## src/design/evmask_pkg.sv

```systemverilog
// constants shared by the function event mask block
// assumes a 32-bit register port with byte offsets on word boundaries
package evmask_pkg;

    // ------------------------------------------------------------------
    // register offsets
    // ------------------------------------------------------------------
    localparam logic [7:0] OFS_EVENT_LATCH = 8'h00;
    localparam logic [7:0] OFS_EVENT_MASK  = 8'h04;
    localparam logic [7:0] OFS_IRQ_STATUS  = 8'h08;
    localparam logic [7:0] OFS_IRQ_MASK    = 8'h0C;

    // ------------------------------------------------------------------
    // event numbering, shared by latch, mask and irq status
    // ------------------------------------------------------------------
    localparam int N_EVT      = 5;
    localparam int EVT_WP     = 0;
    localparam int EVT_READY  = 1;
    localparam int EVT_BATT_H = 2;
    localparam int EVT_BATT_L = 3;
    localparam int EVT_GEN_WK = 4;

    // ------------------------------------------------------------------
    // event_enable_mask field positions
    // ------------------------------------------------------------------
    localparam int MSK_WP      = 0;
    localparam int MSK_READY   = 1;
    localparam int MSK_BATT_LO = 2;
    localparam int MSK_BATT_HI = 3;
    localparam int MSK_GEN_WK  = 4;
    localparam int MSK_BIN_AUD = 5;
    localparam int MSK_PWM     = 6;
    localparam int MSK_MASTER  = 14;

    localparam logic [31:0] MASK_IMPL_BASE = 32'h0000_406F;
    localparam logic [31:0] MASK_IMPL_GW   = 32'h0000_0010;
    localparam logic [31:0] MASK_RESET     = 32'h0000_0000;
    localparam logic [1:0]  BATT_ON        = 2'h3;
    localparam logic [N_EVT-1:0] EVT_RESET = 5'h00;
    localparam logic [31:0] RD_ZERO        = 32'h0000_0000;

endpackage : evmask_pkg

```

## src/design/event_mask_ctl.sv

```systemverilog
// function event mask with event latch, wakeup gating and audio select
// assumes pin inputs are asynchronous; audio sources are on clk
// Function
// - latched event raises status-change interrupt or wakeup only when its enable is one
// - each instance is one function with its own private mask copy
// - master wake enable gates wakeup apart from per-event enables
// - bit 0 gates write-protect change to interrupt, wakeup needs master
// - bit 1 gates busy-to-ready the same way
// - bits 2-3 gate both battery events; 11 enables, 00 blocks
// - wake-capable enables and the master gate survive card reset; others clear to zero
// - bit 4 gates general wake to wakeup only, never interrupt
// - bit 4 exists and is kept only if general wake is built
// - bit 5 enables binary audio on the audio pin, resets zero
// - bit 6 enables pwm audio on the audio pin, resets zero
// - mask register reads back every implemented bit written
// - bit 14 zero blocks all wakeup whatever per-event bits hold
// - the event latch is the source that the mask gates
//
// Our own choices: the address-and-strobe port and the address map.
`timescale 1ns/1ps
`default_nettype none
module event_mask_ctl #(
    parameter int         ADDR_W      = 8,
    parameter bit         GEN_WK_IMPL = 1'b1,
    parameter logic [4:0] WAKE_CAP    = 5'h1F
) (
    input  wire logic              clk,
    input  wire logic              rstn,
    input  wire logic [ADDR_W-1:0] addr,
    input  wire logic [31:0]       wdata,
    input  wire logic              wr,
    input  wire logic              rd,
    output logic      [31:0]       rdata,
    input  wire logic              wp_pin,
    input  wire logic              ready_pin,
    input  wire logic              battery_level_high_bit,
    input  wire logic              battery_level_low_bit,
    input  wire logic              general_wake_event,
    input  wire logic              card_rst_n_pin,
    input  wire logic              binary_audio_src,
    input  wire logic              pwm_audio_src,
    output logic                   status_change_irq,
    output logic                   wake_req,
    output logic                   card_audio_pin,
    output logic                   irq
);
    localparam int N = evmask_pkg::N_EVT;

    // ------------------------------------------------------------------
    // elaboration checks
    // ------------------------------------------------------------------
    if (ADDR_W < 4 || ADDR_W > 8) begin : g_chk
        $error("ADDR_W must lie between 4 and 8");
    end

    localparam logic [31:0] IMPL = evmask_pkg::MASK_IMPL_BASE |
        (GEN_WK_IMPL ? evmask_pkg::MASK_IMPL_GW : evmask_pkg::RD_ZERO);

    // ------------------------------------------------------------------
    // pin synchronisers
    // ------------------------------------------------------------------
    logic [5:0] pins_s;
    logic [N-1:0] state_s;
    logic         card_rst;

    sync2 #(.W(6)) u_sync (
        .clk  (clk),
        .rstn (rstn),
        .din  ({~card_rst_n_pin, general_wake_event, battery_level_low_bit,
                battery_level_high_bit, ready_pin, wp_pin}),
        .dout (pins_s)
    );

    // card reset enters inverted: the synchroniser's zero after reset
    // must not read as a card reset that wipes the audio enables
    // card reset low clears the non-kept fields each cycle; a mask write in that cycle wins
    assign card_rst = pins_s[5];
    assign state_s  = {pins_s[4] & GEN_WK_IMPL, pins_s[3:0]};

    // ------------------------------------------------------------------
    // register decode
    // ------------------------------------------------------------------
    logic [7:0] a8;
    logic       hit_latch;
    logic       hit_mask;
    logic       hit_istat;
    logic       hit_imask;

    assign a8        = 8'(addr);
    assign hit_latch = (a8 == evmask_pkg::OFS_EVENT_LATCH);
    assign hit_mask  = (a8 == evmask_pkg::OFS_EVENT_MASK);
    assign hit_istat = (a8 == evmask_pkg::OFS_IRQ_STATUS);
    assign hit_imask = (a8 == evmask_pkg::OFS_IRQ_MASK);

    // ------------------------------------------------------------------
    // event latch
    // ------------------------------------------------------------------
    logic [N-1:0] evt;
    logic [N-1:0] evt_set;
    logic [N-1:0] evt_clr;
    logic [N-1:0] rise_only;

    assign evt_clr   = (wr && hit_latch) ? wdata[N-1:0] : '0;
    // ready fires on busy to ready only, general wake on 0 to 1 only
    assign rise_only = (N'(1) << evmask_pkg::EVT_READY) |
                       (N'(1) << evmask_pkg::EVT_GEN_WK);

    event_latch #(.N(N)) u_latch (
        .clk       (clk),
        .rstn      (rstn),
        .card_rst  (card_rst),
        .keep      (WAKE_CAP),
        .rise_only (rise_only),
        .state     (state_s),
        .clr       (evt_clr),
        .evt       (evt),
        .set_pulse (evt_set)
    );

    // ------------------------------------------------------------------
    // event enable mask register
    // ------------------------------------------------------------------
    // one private copy per instance: each function owns its own mask
    logic [31:0] mask_r;
    logic [31:0] keep_bits;

    // wake-capable enables and the master gate survive card reset
    assign keep_bits =
        ({31'h0, WAKE_CAP[evmask_pkg::EVT_WP]} << evmask_pkg::MSK_WP) |
        ({31'h0, WAKE_CAP[evmask_pkg::EVT_READY]} << evmask_pkg::MSK_READY) |
        ({30'h0, {2{WAKE_CAP[evmask_pkg::EVT_BATT_H] |
                    WAKE_CAP[evmask_pkg::EVT_BATT_L]}}}
            << evmask_pkg::MSK_BATT_LO) |
        ({31'h0, WAKE_CAP[evmask_pkg::EVT_GEN_WK]} << evmask_pkg::MSK_GEN_WK) |
        ({31'h0, |WAKE_CAP} << evmask_pkg::MSK_MASTER);

    always_ff @(posedge clk) begin
        if (!rstn) begin
            mask_r <= evmask_pkg::MASK_RESET;
        end else if (wr && hit_mask) begin
            mask_r <= wdata & IMPL;
        end else if (card_rst) begin
            mask_r <= mask_r & keep_bits;
        end
    end

    // ------------------------------------------------------------------
    // gating toward interrupt and wakeup
    // ------------------------------------------------------------------
    logic [N-1:0] en;
    logic [N-1:0] int_en;
    logic         batt_en;
    logic         master;
    logic         irq_nxt;
    logic         wake_nxt;

    // mixed battery codes are invalid; treated as blocked
    assign batt_en = (mask_r[evmask_pkg::MSK_BATT_HI:evmask_pkg::MSK_BATT_LO]
                      == evmask_pkg::BATT_ON);
    assign master  = mask_r[evmask_pkg::MSK_MASTER];
    assign en[evmask_pkg::EVT_WP]     = mask_r[evmask_pkg::MSK_WP];
    assign en[evmask_pkg::EVT_READY]  = mask_r[evmask_pkg::MSK_READY];
    assign en[evmask_pkg::EVT_BATT_H] = batt_en;
    assign en[evmask_pkg::EVT_BATT_L] = batt_en;
    assign en[evmask_pkg::EVT_GEN_WK] = mask_r[evmask_pkg::MSK_GEN_WK];
    // general wake never reaches the status-changed interrupt
    assign int_en = en & ~(N'(1) << evmask_pkg::EVT_GEN_WK);
    assign irq_nxt  = |(evt & int_en);
    assign wake_nxt = master && |(evt & en);

    always_ff @(posedge clk) begin
        if (!rstn) begin
            status_change_irq <= 1'b0;
            wake_req          <= 1'b0;
        end else begin
            status_change_irq <= irq_nxt;
            wake_req          <= wake_nxt;
        end
    end

    // ------------------------------------------------------------------
    // audio pin select
    // ------------------------------------------------------------------
    logic binary_audio_enable;
    logic pwm;

    assign binary_audio_enable = mask_r[evmask_pkg::MSK_BIN_AUD];
    assign pwm                 = mask_r[evmask_pkg::MSK_PWM];

    // both set is illegal; binary audio wins so the pin stays defined
    always_ff @(posedge clk) begin
        if (!rstn) begin
            card_audio_pin <= 1'b0;
        end else if (binary_audio_enable) begin
            card_audio_pin <= binary_audio_src;
        end else if (pwm) begin
            card_audio_pin <= pwm_audio_src;
        end else begin
            card_audio_pin <= 1'b0;
        end
    end

    // ------------------------------------------------------------------
    // local interrupt status and mask
    // ------------------------------------------------------------------
    logic [N-1:0] istat_r;
    logic [N-1:0] imask_r;

    // a new event in the read-clear cycle stays set
    always_ff @(posedge clk) begin
        if (!rstn) begin
            istat_r <= evmask_pkg::EVT_RESET;
        end else if (rd && hit_istat) begin
            istat_r <= evt_set;
        end else begin
            istat_r <= istat_r | evt_set;
        end
    end

    always_ff @(posedge clk) begin
        if (!rstn) begin
            imask_r <= evmask_pkg::EVT_RESET;
        end else if (wr && hit_imask) begin
            imask_r <= wdata[N-1:0];
        end
    end

    assign irq = |(istat_r & imask_r);

    // ------------------------------------------------------------------
    // read data, one cycle after the strobe
    // ------------------------------------------------------------------
    always_ff @(posedge clk) begin
        if (!rstn) begin
            rdata <= evmask_pkg::RD_ZERO;
        end else if (rd) begin
            if (hit_latch) begin
                rdata <= {27'h0, evt};
            end else if (hit_mask) begin
                rdata <= mask_r;
            end else if (hit_istat) begin
                rdata <= {27'h0, istat_r};
            end else if (hit_imask) begin
                rdata <= {27'h0, imask_r};
            end else begin
                rdata <= evmask_pkg::RD_ZERO;
            end
        end else begin
            rdata <= evmask_pkg::RD_ZERO;
        end
    end
endmodule : event_mask_ctl
`default_nettype wire

```

## src/design/sync2.sv

```systemverilog
// two-flop synchroniser for a bus of unrelated level inputs
// assumes each bit is an independent level; no word coherence
`timescale 1ns/1ps
`default_nettype none
module sync2 #(
    parameter int W = 1
) (
    input  wire logic         clk,
    input  wire logic         rstn,
    input  wire logic [W-1:0] din,
    output logic      [W-1:0] dout
);
    logic [W-1:0] meta_r;

    always_ff @(posedge clk) begin
        if (!rstn) begin
            meta_r <= '0;
            dout   <= '0;
        end else begin
            meta_r <= din;
            dout   <= meta_r;
        end
    end
endmodule : sync2
`default_nettype wire

```

## src/design/event_latch.sv

```systemverilog
// per-function event latch: sticky bits set on present-state changes
// assumes state inputs are already synchronised to clk
`timescale 1ns/1ps
`default_nettype none
module event_latch #(
    parameter int N = 5
) (
    input  wire logic         clk,
    input  wire logic         rstn,
    input  wire logic         card_rst,
    input  wire logic [N-1:0] keep,
    input  wire logic [N-1:0] rise_only,
    input  wire logic [N-1:0] state,
    input  wire logic [N-1:0] clr,
    output logic      [N-1:0] evt,
    output logic      [N-1:0] set_pulse
);
    logic [N-1:0] prev_r;
    logic [2:0]   primed_r;
    logic [N-1:0] hit;

    // state passes a two-flop synchroniser that reads zero for two cycles
    // after reset; changes count only once prev_r holds a real sample,
    // so a pin held high through reset is no event
    always_ff @(posedge clk) begin
        if (!rstn) begin
            prev_r   <= '0;
            primed_r <= '0;
        end else begin
            prev_r   <= state;
            primed_r <= {primed_r[1:0], 1'b1};
        end
    end

    genvar i;
    for (i = 0; i < N; i++) begin : g_bit
        assign hit[i] = primed_r[2] && (rise_only[i] ?
                        (state[i] && !prev_r[i]) : (state[i] != prev_r[i]));

        // a change in the clearing cycle keeps the bit set
        always_ff @(posedge clk) begin
            if (!rstn) begin
                evt[i] <= 1'b0;
            end else if (hit[i]) begin
                evt[i] <= 1'b1;
            end else if (clr[i] || (card_rst && !keep[i])) begin
                evt[i] <= 1'b0;
            end
        end
    end
    assign set_pulse = hit;
endmodule : event_latch
`default_nettype wire

```

## config.mk

```make
export PLATFORM = sky130hd
export DESIGN_NAME = event_mask_ctl
export DESIGN_NICKNAME = d
export VERILOG_FILES = /design/src/design/evmask_pkg.sv /design/src/design/event_mask_ctl.sv /design/src/design/sync2.sv /design/src/design/event_latch.sv
export SDC_FILE = /design/constraint.sdc
export NUM_CORES = 1
export LEC_CHECK = 0
export ABC_AREA = 0
export ABC_CLOCK_PERIOD_IN_PS = 4300
export BUFFER_PORTS_ARGS = -buffer_cell sky130_fd_sc_hd__clkbuf_2
export CORE_AREA = 2 2 69 71
export CTS_CLUSTER_DIAMETER = 80
export DETAILED_ROUTE_END_ITERATION = 10
export DIE_AREA = 0 0 71 73
export HOLD_SLACK_MARGIN = 0.15
export PLACE_DENSITY_LB_ADDON = 0.05
export SLEW_MARGIN = 20
export SYNTH_ARGS = -nofsm -noshare
export SYNTH_HDL_FRONTEND = slang
export SYNTH_SLANG_ARGS = --single-unit
export TNS_END_PERCENT = 50
```

## constraint.sdc

```tcl
create_clock -name clk -period 4.3 [get_ports clk]
set_input_delay 0.86 -clock clk [delete_from_list [all_inputs] [get_ports clk]]
set_output_delay 0.86 -clock clk [all_outputs]
set_load 0.005 [all_outputs]
```

==> metrics.cfg <==
[status]
status=completed

[sta]
tightest_slew_ns=0.683
max_slew_margin=0.541
hold_viol_final=0
finalCritPeriodShare=0.557
min_period_ns=2.40
tns_ns=0
fin_worst_skew_ns=0.00752
hold_ws_ns=0.442
setup_viol_count_final=0
fmax_mhz=418
slew_viol_final=0
rsz0062_at_grt=no
fin_ws_ns=1.90

[global_routing]
grt_pass1_vias=1443
antenna_found_initial=0
track_usage=0.163
grt_pass1_wl_um=6550
grt_max_degree=41
gr-total-overflow=0

[yosys]
syn_area_um2=2160
ys_ff_latch=54
synth_edf_count=0
seq_area_frac_synth=0.501
synth_most_common_cell=dfxtp_1
synth_flop_cell=dfxtp_1
yosys_warnings=0
synth_area_per_cell_um2=10.5
async_reset_ff_frac=0
synth.top_cells.by_count=54 x dfxtp_1, 28 x nand2_1, 25 x buf_4
synth_cell_types=30
syn-instance-count=206
synth_top_cell_by_area=dfxtp_1
synth_top_area_share=0.501
synthTopCellsByArea=dfxtp_1 50%, buf_4 8.7%, mux2i_1 6.0%

[routing]
totalWireLength_um=3990
vias_per_cell=4.99
drt_pass1_iterations=4
initialDrtViolationCount=73
final_antenna_net_count=0
vias=1478
avgRoutedWirePerCell_um=13.5
remaining_drc_errors=0

[placement]
gp_congestion=0.790
port_buffers=39
dp_hpwl_um=2850
dp_slack_ns=1.55
dpl_cell_area_um2=2300

[clock_network]
clk_latency_ns=0.30
clockRootBuffer=clkbuf_8
cts_hold_buf=0
clockBufferDepth=2
cts_htree_levels=2
ctsResizeCount=0
clock-sinks=54
cts_buffers=5
cts_setup_buffers=0
cts_tree=yes
path_clk_slew_ns=0.10

[final_layout]
regArea_um2=1080
fillers=443
fin_util=0.527
final_area_um2=2390
layout-drive-gt1-share=0.244
area_growth_syn_to_layout_pct=10.7
n_antenna_cell=0
multi_input_area_um2=941
fin_nets=293

[pwr]
p_seq_frac=0.604
p_leak_nw=0.975
switching_share=0.225
intPower_uw=659
power_density_nw_per_um2=356
netSwitchingPower_uw=191
combPwrFrac=0.057
clkPwrFrac=0.339
ir_drop_uv=260

[setup_path]
worstPathArrival_ns=2.65
crit_chain=clkbuf_2 -> inv_1 -> or3_4 -> and4bb_1
cp-end-kind=flip-flop
crit_path_top_delay_cell=or3_4
required_ns=4.55
max_stage_delay_ns=0.54
critPathKind=in2reg
start_kind=input port
worstPathMaxFanout=40

[die]
die_y_um=73
num_rows=25
dieArea_um2=5180
coreArea_um2=4540
die_width_um=71
io_pins=88
start_util=0.476

[run]
max_cap_violations=0

[min_path]
hold_path.class=reg2reg

[routing by layer]
layer / wire, um / global-route usage / share of wire
met4: 40 / 0.0566 / 0.010
met3: 198 / 0.0414 / 0.050
met1: 1760 / 0.188 / 0.44
met2: 1990 / 0.294 / 0.50
met5: 0 / 0 / 0
[cell type report]
| class | count | area share |
|---|---|---|
| Sequential cell | 54 | 0.452 |
| Multi-Input combinational cell | 139 | 0.394 |
| Timing Repair Buffer | 40 | 0.0848 |
| Clock buffer | 6 | 0.0345 |
| Tap cell | 54 | 0.0283 |
| Clock inverter | 2 | 0.00523 |
| Inverter | 1 | 0.00157 |
[kinds of logic (layout without fill, tap and decap cells)]
kind of cell / count (synthesis) / after routing / synth area share
AND/OR/NAND/NOR: 69 / 69 / 0.188
flip-flops: 54 / 54 / 0.501
buffers and inverters: 36 / 49 / 0.107
AO/OA/AOI/OAI: 25 / 25 / 0.0788
multiplexers: 18 / 18 / 0.112
XOR/XNOR: 3 / 3 / 0.0122
other: 1 / 24 / 0.00174
[through the flow]
stage,std cells,power [mW]
final,296,0.850
after floorplan,229,0.570
after detailed placement,288,0.574
after global routing,296,0.884
after global placement,288,0.572
after CTS,296,0.857
[critical path, delay by kind of cell]
family | cells | cell delay, ns
AND/OR/NAND/NOR | 2 | 0.82
buffers and inverters | 2 | 0.95
[placed cells by master, fill, tap and decap left out, types with 2 or more instances in the layout]
cell type,count
clkbuf_8,6
o31ai_1,5
dfxtp_1,54
mux2i_1,13
a21oi_1,10
mux4_2,5
clkbuf_2,39
nor2b_1,8
and2_1,18
xor2_1,3
nand3b_1,3
or3b_2,2
and4bb_1,3
nand2_1,28
a22oi_1,2
a311oi_1,5
conb_1,24
[power groups by stage]
stage               Combinational [mW]  Sequential [mW]  Clock [mW]
floorplan                       0.0469            0.523           0
CTS                             0.0485            0.514       0.295
global placement                0.0469            0.525           0
global route                    0.0550            0.515       0.314
finish                          0.0485            0.514       0.288
detailed placement              0.0483            0.525           0
[worst paths after layout]
path	from	endpoint	slack, ns	cells past startpoint
setup / recovery	rstn	rdata[5]	1.90	4
hold / removal	u_sync.meta_r[2]	u_sync.dout[2]	0.44	1
setup reg to reg	u_latch.primed_r[2]	u_latch.evt[1]	3.18	3
hold reg to reg	u_sync.meta_r[2]	u_sync.dout[2]	0.44	1
[sequential cells by signal (all words and copies together), names as in the netlist]
name               count
u_latch.prev_r         5
rdata                  8
u_latch.primed_r       3
u_latch.evt            5
u_sync.dout            6
u_sync.meta_r          6
status_change_irq      1
card_audio_pin         1
imask_r                5
mask_r                 8
wake_req               1
istat_r                5
No activity file was read; power rests on OpenSTA's default activity.
